## src/core/hub_irq_defs.svh

```systemverilog
// Offsets, field positions and reset values of the hub interrupt aggregator.
// Assumes byte-wide registers at 8-bit offsets on the device register port.
`ifndef HUB_IRQ_DEFS_SVH
`define HUB_IRQ_DEFS_SVH

// ==========================================
// Register offsets
`define OFS_MAIN_CTL      8'h23
`define OFS_MAIN_STS      8'h24
`define OFS_PORT_SEL      8'h4c
`define OFS_LINK_STS_ONE  8'h4d
`define OFS_LINK_STS_TWO  8'h4e
`define OFS_CAM_IN_STS    8'h7a
`define OFS_PIN_CTL_BASE  8'h10
`define OFS_ICR_HI        8'hd8
`define OFS_ICR_LO        8'hd9
`define OFS_ISR_HI        8'hda
`define OFS_ISR_LO        8'hdb

// ==========================================
// Reset values
`define RST_MAIN_CTL      8'h00
`define RST_PORT_SEL      8'h01
`define RST_ICR           8'h00

// ==========================================
// Main control and status fields
`define BIT_INT_EN        7
`define BIT_CSI_TX        4
`define MASK_SRC          8'h1f

// ==========================================
// Port select fields: read port bit, write enables in low bits
`define BIT_SEL_READ      4

// ==========================================
// Per-port event flag positions
`define EV_LOCK_CHG       0
`define EV_PASS_CHG       1
`define EV_PARITY         2
`define EV_BUFFER         3
`define EV_LINE_CNT       4
`define EV_LINE_LEN       5
`define EV_BCC_CRC        6
`define EV_BCC_SEQ        7
`define EV_ENC_ERR        8
`define EV_WIDTH          9
`define CSI_EV_WIDTH      4

// Events cleared by a read of the first and of the second link status
`define CLR_STS_ONE       9'h0c7
`define CLR_STS_TWO       9'h138

// ==========================================
// Pin control fields
`define PIN_OUT_EN        0
`define PIN_OUT_VAL       1
`define PIN_ROUTE_IRQ     2
`define PIN_CTL_WIDTH     3

`endif

```

## src/core/hub_irq_pkg.sv

```systemverilog
// Types shared by the hub interrupt aggregator.
// Assumes hub_irq_defs.svh is on the include path.
`include "hub_irq_defs.svh"

package hub_irq_pkg;

   typedef enum {
      REG_NONE,
      REG_MAIN_CTL,
      REG_MAIN_STS,
      REG_PORT_SEL,
      REG_STS_ONE,
      REG_STS_TWO,
      REG_CAM_STS,
      REG_ICR_HI,
      REG_ICR_LO,
      REG_ISR_HI,
      REG_ISR_LO,
      REG_PIN_CTL
   } reg_kind_t;

   // ==========================================
   // Address decode, shared by read and write paths
   function automatic reg_kind_t decode_reg(input logic [7:0] addr,
                                            input int         n_pins);
      reg_kind_t k;
      k = REG_NONE;
      case (addr)
         `OFS_MAIN_CTL:     k = REG_MAIN_CTL;
         `OFS_MAIN_STS:     k = REG_MAIN_STS;
         `OFS_PORT_SEL:     k = REG_PORT_SEL;
         `OFS_LINK_STS_ONE: k = REG_STS_ONE;
         `OFS_LINK_STS_TWO: k = REG_STS_TWO;
         `OFS_CAM_IN_STS:   k = REG_CAM_STS;
         `OFS_ICR_HI:       k = REG_ICR_HI;
         `OFS_ICR_LO:       k = REG_ICR_LO;
         `OFS_ISR_HI:       k = REG_ISR_HI;
         `OFS_ISR_LO:       k = REG_ISR_LO;
         default: begin
            if (addr >= `OFS_PIN_CTL_BASE &&
                32'(addr) < 32'(`OFS_PIN_CTL_BASE) + 32'(n_pins)) begin
               k = REG_PIN_CTL;
            end
         end
      endcase
      return k;
   endfunction : decode_reg

endpackage : hub_irq_pkg

```

## src/core/hub_interrupt_aggregator.sv

```systemverilog
// Interrupt aggregation for a two-port link receiver hub with one camera output port.
// Assumes the serial target engine turns bus cycles into single-cycle byte
// read and write strobes, and that event inputs are one-cycle pulses.
//
// Functional notes
// Combined interrupt on pin, control 0x23, status 0x24
// Gather both receive ports and transmit port
// Clear latched condition only by source read
// Status bits set regardless of enables; main status port bits 0 and 1 need the per-port enables
// Interrupt routable to any pin via control
// Pin three only open-drain pin
// Output needs source enable and global enable
// Global enable clear: status shown, output idle
// Host writes 0xBF to enable everything
// Host writes 0x81/0x82 per selected port
// Host selects port at 0x4c first
// Per-port enables high 0xD8, low 0xD9
// Per-port read-only flags 0xDA, 0xDB
// Per-port flags mirror port status bits
// Status one, two or camera read clears
// Host enables source, port, then global
// Enabled interrupt drives output low
// Host may read status copies, then clears
// Status bit7 global, 0x10, 0x02, 0x01
// First port status clears on read
// Output released when nothing enabled pending
`timescale 1ns/1ps

module hub_interrupt_aggregator
   import hub_irq_pkg::*;
#(
   parameter int N_RX_PORTS = 2,
   parameter int N_PINS     = 4,
   parameter int OD_PIN     = 3
) (
   input  wire logic                                     ref_clk_i,
   input  wire logic                                     rst_n_i,
   input  wire logic [7:0]                               reg_addr_i,
   input  wire logic [7:0]                               reg_wdata_i,
   input  wire logic                                     reg_wr_i,
   input  wire logic                                     reg_rd_i,
   input  wire logic [N_RX_PORTS-1:0][`EV_WIDTH-1:0]     rx_evt_i,
   input  wire logic [N_RX_PORTS-1:0][`CSI_EV_WIDTH-1:0] csi_rx_evt_i,
   input  wire logic [N_RX_PORTS-1:0]                    rx_lock_i,
   input  wire logic [N_RX_PORTS-1:0]                    rx_pass_i,
   input  wire logic                                     csi_tx_irq_i,
   output logic [7:0]                                    reg_rdata_o,
   output logic                                          irq_out_n_o,
   output logic [N_PINS-1:0]                             pin_out_o,
   output logic [N_PINS-1:0]                             pin_oe_o
);

   // ==========================================
   // Elaboration checks
   if (N_RX_PORTS < 1 || N_RX_PORTS > 2) begin : g_bad_ports
      $error("N_RX_PORTS must be 1 or 2");
   end
   if (OD_PIN < 0 || OD_PIN >= N_PINS || N_PINS > 16) begin : g_bad_pins
      $error("OD_PIN must index one of at most 16 pins");
   end

   // ==========================================
   // State
   typedef struct packed {
      logic [7:0]                                     main_ctl;
      logic [7:0]                                     port_sel;
      logic [N_RX_PORTS-1:0][7:0]                     icr_hi;
      logic [N_RX_PORTS-1:0][7:0]                     icr_lo;
      logic [N_RX_PORTS-1:0][`EV_WIDTH-1:0]           ev;
      logic [N_RX_PORTS-1:0][`CSI_EV_WIDTH-1:0]       csi_ev;
      logic [N_PINS-1:0][`PIN_CTL_WIDTH-1:0]          pin_ctl;
      logic [7:0]                                     rdata;
      logic                                           irq_n;
      logic [N_PINS-1:0]                              pin_out;
      logic [N_PINS-1:0]                              pin_oe;
   } state_t;

   state_t    s_q;
   state_t    s_d;
   reg_kind_t kind;

   // Per-port status copies are views of the latched events, never separate state
   function automatic logic [7:0] isr_lo(input logic [`EV_WIDTH-1:0]     e,
                                         input logic [`CSI_EV_WIDTH-1:0] c);
      return {1'b0, e[`EV_LINE_LEN], e[`EV_LINE_CNT], e[`EV_BUFFER], |c,
              e[`EV_PARITY], e[`EV_PASS_CHG], e[`EV_LOCK_CHG]};
   endfunction : isr_lo

   function automatic logic [7:0] isr_hi(input logic [`EV_WIDTH-1:0] e);
      return {5'h00, e[`EV_ENC_ERR], e[`EV_BCC_SEQ], e[`EV_BCC_CRC]};
   endfunction : isr_hi

   assign kind = decode_reg(reg_addr_i, N_PINS);

   // ==========================================
   // Next state
   always_comb begin
      logic [7:0]               sts;
      logic                     rp;
      logic                     irq_lvl;
      logic                     lvl;
      logic [`EV_WIDTH-1:0]     clr;
      logic [`CSI_EV_WIDTH-1:0] cclr;
      logic [7:0]               rd;
      int                       pi;
      s_d     = s_q;
      sts     = 8'h00;
      rp      = 1'b0;
      irq_lvl = 1'b0;
      lvl     = 1'b0;
      clr     = '0;
      cclr    = '0;
      rd      = 8'h00;
      pi      = 0;
      if (N_RX_PORTS > 1) begin
         rp = s_q.port_sel[`BIT_SEL_READ];
      end
      pi = int'(reg_addr_i - `OFS_PIN_CTL_BASE);

      // Status reflects pending conditions that the per-port enables pass, whatever the global enable says
      for (int p = 0; p < N_RX_PORTS; p++) begin
         sts[p] = |(isr_lo(s_q.ev[p], s_q.csi_ev[p]) & s_q.icr_lo[p]) |
                  |(isr_hi(s_q.ev[p]) & s_q.icr_hi[p]);
      end
      sts[`BIT_CSI_TX] = csi_tx_irq_i;
      sts[`BIT_INT_EN] = |(sts[4:0] & s_q.main_ctl[4:0] & 5'(`MASK_SRC));
      irq_lvl = sts[`BIT_INT_EN] & s_q.main_ctl[`BIT_INT_EN];

      // Read mux; data is captured before the clearing takes effect
      case (kind)
         REG_MAIN_CTL: rd = s_q.main_ctl;
         REG_MAIN_STS: rd = sts;
         REG_PORT_SEL: rd = s_q.port_sel;
         REG_STS_ONE:  rd = {1'b0, rp, s_q.ev[rp][`EV_BCC_CRC], s_q.ev[rp][`EV_LOCK_CHG],
                             s_q.ev[rp][`EV_BCC_SEQ], s_q.ev[rp][`EV_PARITY],
                             rx_pass_i[rp], rx_lock_i[rp]};
         REG_STS_TWO:  rd = {1'b0, s_q.ev[rp][`EV_LINE_LEN], s_q.ev[rp][`EV_ENC_ERR],
                             s_q.ev[rp][`EV_BUFFER], |s_q.csi_ev[rp], 2'b00,
                             s_q.ev[rp][`EV_LINE_CNT]};
         REG_CAM_STS:  rd = {4'h0, s_q.csi_ev[rp]};
         REG_ICR_HI:   rd = s_q.icr_hi[rp];
         REG_ICR_LO:   rd = s_q.icr_lo[rp];
         REG_ISR_HI:   rd = isr_hi(s_q.ev[rp]);
         REG_ISR_LO:   rd = isr_lo(s_q.ev[rp], s_q.csi_ev[rp]);
         REG_PIN_CTL:  rd = {5'h00, s_q.pin_ctl[pi[3:0]]};
         default:      rd = 8'h00;
      endcase
      if (reg_rd_i) begin
         s_d.rdata = rd;
      end

      // Only reads of the source status registers clear, and only the read port
      if (reg_rd_i) begin
         case (kind)
            REG_STS_ONE: clr  = `CLR_STS_ONE;
            REG_STS_TWO: clr  = `CLR_STS_TWO;
            REG_CAM_STS: cclr = '1;
            default: begin
               clr  = '0;
               cclr = '0;
            end
         endcase
      end
      for (int p = 0; p < N_RX_PORTS; p++) begin
         // A new event in the clearing cycle survives the clear
         if (p == int'(rp)) begin
            s_d.ev[p]     = (s_q.ev[p] & ~clr) | rx_evt_i[p];
            s_d.csi_ev[p] = (s_q.csi_ev[p] & ~cclr) | csi_rx_evt_i[p];
         end else begin
            s_d.ev[p]     = s_q.ev[p] | rx_evt_i[p];
            s_d.csi_ev[p] = s_q.csi_ev[p] | csi_rx_evt_i[p];
         end
      end

      // Writes; per-port registers go to every port enabled for writing
      if (reg_wr_i) begin
         case (kind)
            REG_MAIN_CTL: s_d.main_ctl = reg_wdata_i;
            REG_PORT_SEL: s_d.port_sel = reg_wdata_i;
            REG_ICR_HI: begin
               for (int p = 0; p < N_RX_PORTS; p++) begin
                  if (s_q.port_sel[p]) begin
                     s_d.icr_hi[p] = reg_wdata_i;
                  end
               end
            end
            REG_ICR_LO: begin
               for (int p = 0; p < N_RX_PORTS; p++) begin
                  if (s_q.port_sel[p]) begin
                     s_d.icr_lo[p] = reg_wdata_i;
                  end
               end
            end
            REG_PIN_CTL: s_d.pin_ctl[pi[3:0]] = reg_wdata_i[`PIN_CTL_WIDTH-1:0];
            default: s_d.main_ctl = s_q.main_ctl;
         endcase
      end

      // Output low while an enabled source is pending, released otherwise
      s_d.irq_n = ~irq_lvl;

      // Pins: routed interrupt or static level; only pin three is open-drain
      for (int g = 0; g < N_PINS; g++) begin
         lvl = s_q.pin_ctl[g][`PIN_ROUTE_IRQ] ? ~irq_lvl
                                               : s_q.pin_ctl[g][`PIN_OUT_VAL];
         if (g == OD_PIN) begin
            s_d.pin_out[g] = 1'b0;
            s_d.pin_oe[g]  = s_q.pin_ctl[g][`PIN_OUT_EN] & ~lvl;
         end else begin
            s_d.pin_out[g] = lvl;
            s_d.pin_oe[g]  = s_q.pin_ctl[g][`PIN_OUT_EN];
         end
      end
   end

   // ==========================================
   // Registers
   always_ff @(posedge ref_clk_i or negedge rst_n_i) begin
      if (!rst_n_i) begin
         s_q          <= '0;
         s_q.main_ctl <= `RST_MAIN_CTL;
         s_q.port_sel <= `RST_PORT_SEL;
         s_q.irq_n    <= 1'b1;
      end else begin
         s_q <= s_d;
      end
   end

   assign reg_rdata_o = s_q.rdata;
   assign irq_out_n_o = s_q.irq_n;
   assign pin_out_o   = s_q.pin_out;
   assign pin_oe_o    = s_q.pin_oe;

endmodule : hub_interrupt_aggregator

```

## config.mk

```make
export PLATFORM = sky130hd
export DESIGN_NAME = hub_interrupt_aggregator
export DESIGN_NICKNAME = d
export VERILOG_FILES = /design/src/core/hub_irq_pkg.sv /design/src/core/hub_interrupt_aggregator.sv
export VERILOG_INCLUDE_DIRS = /design/src /design/src/core
export SDC_FILE = /design/constraint.sdc
export NUM_CORES = 1
export LEC_CHECK = 0
export BUFFER_PORTS_ARGS = -buffer_cell sky130_fd_sc_hd__buf_4
export CAP_MARGIN = 20
export CELL_PAD_IN_SITES_DETAIL_PLACEMENT = 2
export CELL_PAD_IN_SITES_GLOBAL_PLACEMENT = 2
export CORE_UTILIZATION = 35
export DETAILED_ROUTE_END_ITERATION = 8
export PLACE_DENSITY = 0.77
export SETUP_SLACK_MARGIN = 0.5
export SYNTH_ARGS = -nofsm -noshare
export SYNTH_HDL_FRONTEND = slang
export SYNTH_SLANG_ARGS = --single-unit
```

## constraint.sdc

```tcl
create_clock -name ref_clk_i -period 1.85 [get_ports ref_clk_i]
set_clock_uncertainty 0.1 [all_clocks]
set_input_delay 0.37 -clock ref_clk_i [delete_from_list [all_inputs] [get_ports ref_clk_i]]
set_output_delay 0.37 -clock ref_clk_i [all_outputs]
set_load 0.02 [all_outputs]
```

Word-level counts from Yosys, hierarchy flattened --
Cells that the tools add are included.
Word-level totals: flip-flop bits (word level) 102, bits in latches 0, RAM bits 0, ROM bits 0, input port bits 51, output and inout port bits 17, word-level logic and storage cells 119, memories kept 0
Cells by class: add/subtract/negate cells 1, multipliers 0, div/mod/pow operators 0, magnitude comparators 5, equal/unequal tests 21, shifts and indexed selects 0, mux-type cells 32, bitwise gates (word level) 25, reduce and logical (&&, ||, !) cells 17
Operators by type and width (number):
- $eq 32x3->1 const B | 4
- $eq 32x4->1 const B | 4
- $pmux 8 s11 | 1
- $eq 32x2->1 const B | 2
- $mux 9 | 5
- $pmux 4 s10 | 1
- $or 9x9->9 | 4
- $eq 32x1->1 const B | 1
- $eq 8x7->1 const B | 4
- $eq 8x8->1 const B | 4
- $mux 8 | 4
- $reduce_or 8->1 | 4
- $mux 4 | 7
- $and 9x9->9 | 2
- $pmux 9 s2 | 1
- $and 3x8->8 | 2
- $and 7x8->8 | 2
- $eq 8x6->1 const B | 2
- $or 4x4->4 | 4
- $bwmux 12 | 1
- $reduce_and 3->1 | 4
- $reduce_or 4->1 | 3
- $not 9->9 | 1
- $and 4x4->4 | 2
- 18 further kinds | 32

Logic depth before layout (Yosys ltp) --
Gate-level depths: netlist (run 1).
depth after elaboration 11, gate-level depth with buffers 8, depth with buffers taken out 5

Worst setup path before layout (run 1) --
Ideal clock, no wire load.
path kind input-to-reg, start input reg_addr_i[6], end register s_q[100] (netlist bit), data arrival time 1.806 ns, path slack -0.184 ns, stages on the path 4, cells stage by stage or4b_4 -> nor4_4 -> nand2_2 -> mux2_1
Between the ends: word-level cells in the longest chain between the ends 6
Ends and longest elaborated chain:
- from (decl) | line hub_interrupt_aggregator.sv:38 | input wire logic [7:0] reg_addr_i,
- $ge 8x5->1 (no line) / $lt 8x5->1 (equally long branches)
- $logic_and 1x1->1 | line hub_irq_pkg.sv:40 | if (addr >= `OFS_PIN_CTL_BASE &&
- $mux 4 | line hub_irq_pkg.sv:40
- $pmux 4 s10 * | line hub_irq_pkg.sv:28 | case (addr)
- $eq 32x1->1 * | line hub_interrupt_aggregator.sv:177 | case (kind)
- $reduce_and 2->1 (no line) *
- to (decl) | line hub_interrupt_aggregator.sv:78 | state_t s_q;
Every way passes the cells marked *; elsewhere a longest branch is shown, timed or not. A chain may end at the register's enable or synchronous reset.

==> metrics.txt, run 1 <==
Power Dens Cells=625 nW/µm²; outcome=finished with violations; Yosys top cell area share=49.4%; Distinct cells, synth=59; failing checks=negative setup slack; non-filler cells, final=781; detailed-route via count=4959; Final Hold Fails=0; most common cell in the synthesized netlist=dfrtp_1; Tot Pwr=0.00507 W; kind of critical path=register to register; Max H-tree Level=3; grt total ovfl=0; io pins=a little under 70; clock tree buffer depth=2; vias in the first global route=between 5000 and 6000; Worst EP required=approximately 2100 ps; Critical Path Sink Type=register; first-pass GRT wire length=38.9 mm; final instance area=slightly above 8000 µm²; total die area=15000 µm²; WL per Instance=37.8 µm; Yosys reg bits=roughly 100; HP Start=csi_rx_evt_i[3]; clock latency on the worst-skew pair=about 380 ps; Final #Nets=647; CTS clk-pin slew, worst paths=approximately 80 ps; Rows=43; n_diodes=0; FMAX=449 MHz; post-synthesis async set-or-reset flop share=100%; hpwl dp=roughly 15 mm; sequential-to-total area share from yosys stat=50.4%; layout cells sized above 1=60.9%; worst-path fanout max=3; max_cap viols=0; final setup violation count=20; worst setup margin=-379 ps; Max-slew headroom=60.1%; ys flop type=dfrtp_1; Synth area leader=dfrtp_1; DR pass1 iterations=5; post-route clock period utilization=120%; Mapped Area=5070 µm²; max-slew violations=0; reg2reg start=s_q[69]; pin count of the biggest net entering global routing=41; I/O Buffers=66; routed wire length=29.5 mm; syn_area_per_cell=12.1 µm²; crit path DAT=2430 ps; initial antenna violation count=0; Core Area=about 14000 µm²; Synth area leaders=dfrtp_1 (49%), mux2_1 (13%), a21o_1 (3.9%), mux2i_1 (3.6%), mux4_2 (2.7%); Overall Global Routing Usage=37.7%; CTS Buf Count=9; Placer Congestion=0.925; Post-synth top cells=dfrtp_1 (100), mux2_1 (59), a21o_1 (26); Worst Tran Pin Value=599 ps; Initial Util=around 36%; yosys warns=0; die height=122 µm; RSZ-0062 raised after global routing=yes; CTS tree=yes; startpoint types=register; fin crit period=2230 ps; # clock sinks=102; syn nets=~470; vias per cell=6.35; Leak=3.58 nW; number of DRC markers in iteration 0=around 340; Routed Antenna Nets=0; Hold/Removal Path Class=primary input to register; worst vdd rail ir drop=0.000556 V; Crit. Startpoint=s_q[69]; placed inst area=between 6000 and 7000 µm²; Final Util=a little under 60%; P&R area growth vs syn=60.2%; cell count after synthesis=417; DIE WIDTH=approximately 120 µm; root buf cell=clkbuf_16; Post-synth EDFFs=0; dpl cells=725; Post-route DRC=0
layer usage:
layer / up-vias / track usage, % / part of all wire [%]
met3: 165 / 8.60 / 5.7
met4: 0 / 26.4 / 7.4
met5: - / 0 / 0
met1: 2581 / 40.8 / 38
li1: 1913 / - / -
met2: 300 / 64.9 / 49
through the flow:
step	worst slack [ps]	hold WS [ps]	setup TNS, ps
after floorplan	-184	-25.6	-1810
after CTS	-176	73.8	-1010
after detailed placement	-372	156	-22310
after global placement	-289	150	-15540
after global routing	-401	66.4	-3420
final	-379	66.9	-3120
power breakdown:
part,switching [W],leakage [nW],internal (W),total (W)
combinational,0.000361,2.15,0.000298,0.000659
clock,0.00105,0.151,0.00107,0.00212
sequential,0.0000351,1.28,0.00225,0.00229
state kept, by name (all words and copies together), names as in the netlist:
name         cells
pin_oe_o         4
reg_rdata_o      8
pin_out_o        3
s_q             83
irq_out_n_o      1
s_d              3
worst paths after layout:
| check | slack [ps] | end | cells after the start |
|---|---|---|---|
| hold / removal | 70 | s_q[32] | 2 |
| max in group asynchronous | 610 | s_q[76] | 3 |
| min in group asynchronous | 460 | s_q[22] | 2 |
| setup / recovery | -380 | pin_out_o[1] | 7 |
| setup reg to reg | -380 | pin_out_o[1] | 7 |
| hold reg to reg | 340 | pin_oe_o[0] | 0 |
cell usage in the layout, fill, tap and decap left out, types with 5 or more instances in the layout:
cell and count:
buf_4 139, dfrtp_1 99, mux2_4 64, buf_6 43
a21o_1 26, nand2_1 16, buf_12 15, nor2_1 11
mux2i_1 11, nand3_1 10, clkbuf_16 9, nand3_4 7
inv_1 7, mux4_2 6, nand4_1 5, nor2_4 5
nand2_4 5, a22oi_1 5, a21oi_1 5, a32oi_1 5
worst max-delay path, stage by stage (launching register included):
cell	delay, ps
dfrtp_1	400
a222oi_1	550
buf_4	250
nand2_4	70
o31ai_4	300
a31oi_4	180
buf_6	170
a21oi_2	140
cell type report:
cell class | count | area (µm²)
inverters | 7 | 26.3
flip-flops and latches | 102 | 2560
multi-input cells | 274 | 3100
repair buffers | 202 | 1910
well taps | 180 | 225
clock inverters | 7 | 78.8
clock buffers | 9 | 225
fillers | 1242 | 5870
logic make-up (layout without fill, tap and decap cells):
group | count (synthesis) | in the layout | synth area share, %
simple gates | 91 | 91 | 10.1
mux | 91 | 91 | 21.1
buf+inv | 41 | 225 | 4.45
flops | 102 | 102 | 50.4
compound gates | 91 | 91 | 13.8
other cells | 1 | 1 | 0.0740
repair_timing:
action	in CTS	in global routing
resized for setup	110	26
buffers inserted	28	10
hold buffers	1	0
endpoints found under the hold margin	12	0
gates cloned	1	0
endpoints found under the setup margin	115	115
pin swaps	35	22
Note: power is estimated with default switching activity, not from simulation.
==> run 2, diff against run 1 <==
Settings changed: ABC_CLOCK_PERIOD_IN_PS set to 1850, PLACE_DENSITY 0.77 to unset, PLACE_DENSITY_LB_ADDON set to 0.1.
==> run 2 against run 1 <==
The run still ends with negative setup slack left. Critical path depth is the same. Largest cell class unchanged. Sequential power about the same. Hold slack is essentially flat. Core utilization shrank 0.46 points.
==> metrics.txt, run 2 (same netlist as run 1, synthesis figures left out) <==
max-slew violations=0; Worst EP required=1980 ps; sequential share of power=44.1%; CP Capture Point=reg_rdata_o[1]; Critical Path Sink Type=register; post-route clock period utilization=115%; Psw=about 0.0013 W; grt total ovfl=0; worst vdd rail ir drop=0.000470 V; CTS tree=yes; peak per-stage delay on the critical path=520 ps; Gate power share=11.8%; fillers=roughly 1300; Net Sw Frac=roughly 26%; internal power=0.00386 W; clock tree buffer depth=2; Worst Tran Pin Value=roughly 620 ps; worst setup margin=-276 ps; max reg flops=83; worst-path fanout max=7; routed wire length=roughly 26 mm; Hold/Removal Path Class=primary input to register; fin crit period=around 2100 ps; dpl cells=737; Slowest cell on crit path=dfrtp_2; RSZ-0062 raised after global routing=yes; final instance area=8050 µm²; Max H-tree Level=3; n_diodes=0; Post-route DRC=0; Rows=43; Leak=3.56 nW; pin count of the biggest net entering global routing=40; Tot Pwr=between 0.005 and 0.006 W; io pins=68; Final #Nets=between 600 and 700; kind of critical path=register to register; reg-to-reg endpoint=reg_rdata_o[1]; number of DRC markers in iteration 0=350; crit path DAT=2260 ps; power share of the clock group=44.1%; DIE WIDTH=122 µm; Placer Congestion=0.918; FMAX=470 MHz; clock latency on the worst-skew pair=380 ps; root buf cell=clkbuf_16; Crit. Startpoint=s_q[91]; max_cap viols=0; total die area=15000 µm²; detailed-route via count=4681; initial antenna violation count=0; Final Hold Fails=0; CTS Buf Count=9; P&R area growth vs syn=59.0%; WL per Instance=33.0 µm; Initial Util=36.2%; Core Area=14000 µm²; DR pass1 iterations=6; CTS clk-pin slew, worst paths=~80 ps; crit-path cells=buf_12 > buf_8 > mux2i_1 > a21oi_1 > a2bb2oi_1 > o22a_1 > a32oi_1; Routed Antenna Nets=0; most frequent cells in the layout=buf_4 (149), dfrtp_1 (99), mux2_4 (61); startpoint types=register; # clock sinks=102; failing checks=negative setup slack; Overall Global Routing Usage=30.6%; placed inst area=6880 µm²; reg2reg start=s_q[91]; Power Dens Cells=between 600 and 700 nW/µm²; first-pass GRT wire length=32.5 mm; final setup violation count=13; layout cells sized above 1=59.8%; vias in the first global route=5074; hpwl dp=14.3 mm; I/O Buffers=66; R2R setup slack=-280 ps; commonest non-fill, non-tap cell in the layout=buf_4; setup_tns=-2130 ps; die height=~120 µm; Max-slew headroom=58.1%; R2R depth=7; outcome=finished with violations; Largest Register=s_q; vias per cell=around 5.9; pre-CTS worst setup slack=-366 ps; non-filler cells, final=789
run 2: per-layer routing:
metal	wire length, µm	global-route usage (%)	vias up
li1	-	-	1918
met1	10400	37.4	2452
met2	13100	52.6	231
met4	1250	14.2	0
met3	1300	4.65	80
met5	0	0	-
run 2: per-stage QoR:
step / util (%) / hold WS (ps)
global placement: 49.2 / 185
floorplan: - / -25.6
finish: 57.6 / 66.5
detailed placement: 49.2 / 189
global route: 57.6 / 67.5
CTS: 55.3 / 78.0
run 2: area by class of cell:
type	count	area [µm²]	area share, %
Inverter	7	26.3	0.326
Tap cell	180	225	2.80
Clock buffer	12	236	2.94
Sequential cell	102	2560	31.7
Multi-Input combinational cell	274	3000	37.3
Clock inverter	4	95.1	1.18
Timing Repair Buffer	210	1910	23.7
run 2: power groups by stage:
stage	logic [W]	clock network [W]	registers [W]
3_3_place_gp	0.000456	0	0.00232
3_5_place_dp	0.000473	0	0.00232
4_1_cts	0.000529	0.00224	0.00228
6_report	0.000611	0.00229	0.00229
2_1_floorplan	0.000193	0	0.00231
5_1_grt	0.000633	0.00237	0.00229
run 2: what timing repair did:
action | in CTS | in global routing
resized for setup | 89 | 35
buffers inserted | 16 | 18
endpoints found under the setup margin | 111 | 115
pin swaps | 22 | 29
endpoints found under the hold margin | 19 | 0
gates cloned | 0 | 1
hold buffers | 1 | 0
run 2: worst min path at each step:
stage                            from     endpoint  depth (start not counted)
final                     rx_evt_i[1]      s_q[38]                          2
after global routing      rx_evt_i[6]      s_q[43]                          2
after floorplan               rst_n_i  pin_oe_o[0]                          0
after CTS                 rx_evt_i[1]      s_q[38]                          2
after detailed placement      rst_n_i  pin_oe_o[3]                          1
after global placement        rst_n_i  pin_oe_o[1]                          1
run 2: critical path: cells and delay by family, from the launching register on:
family / cells / cell delay [ps]
buffers and inverters: 2 / 310
DFF: 1 / 520
muxes: 1 / 280
AOI/OAI and AO/OA: 4 / 780
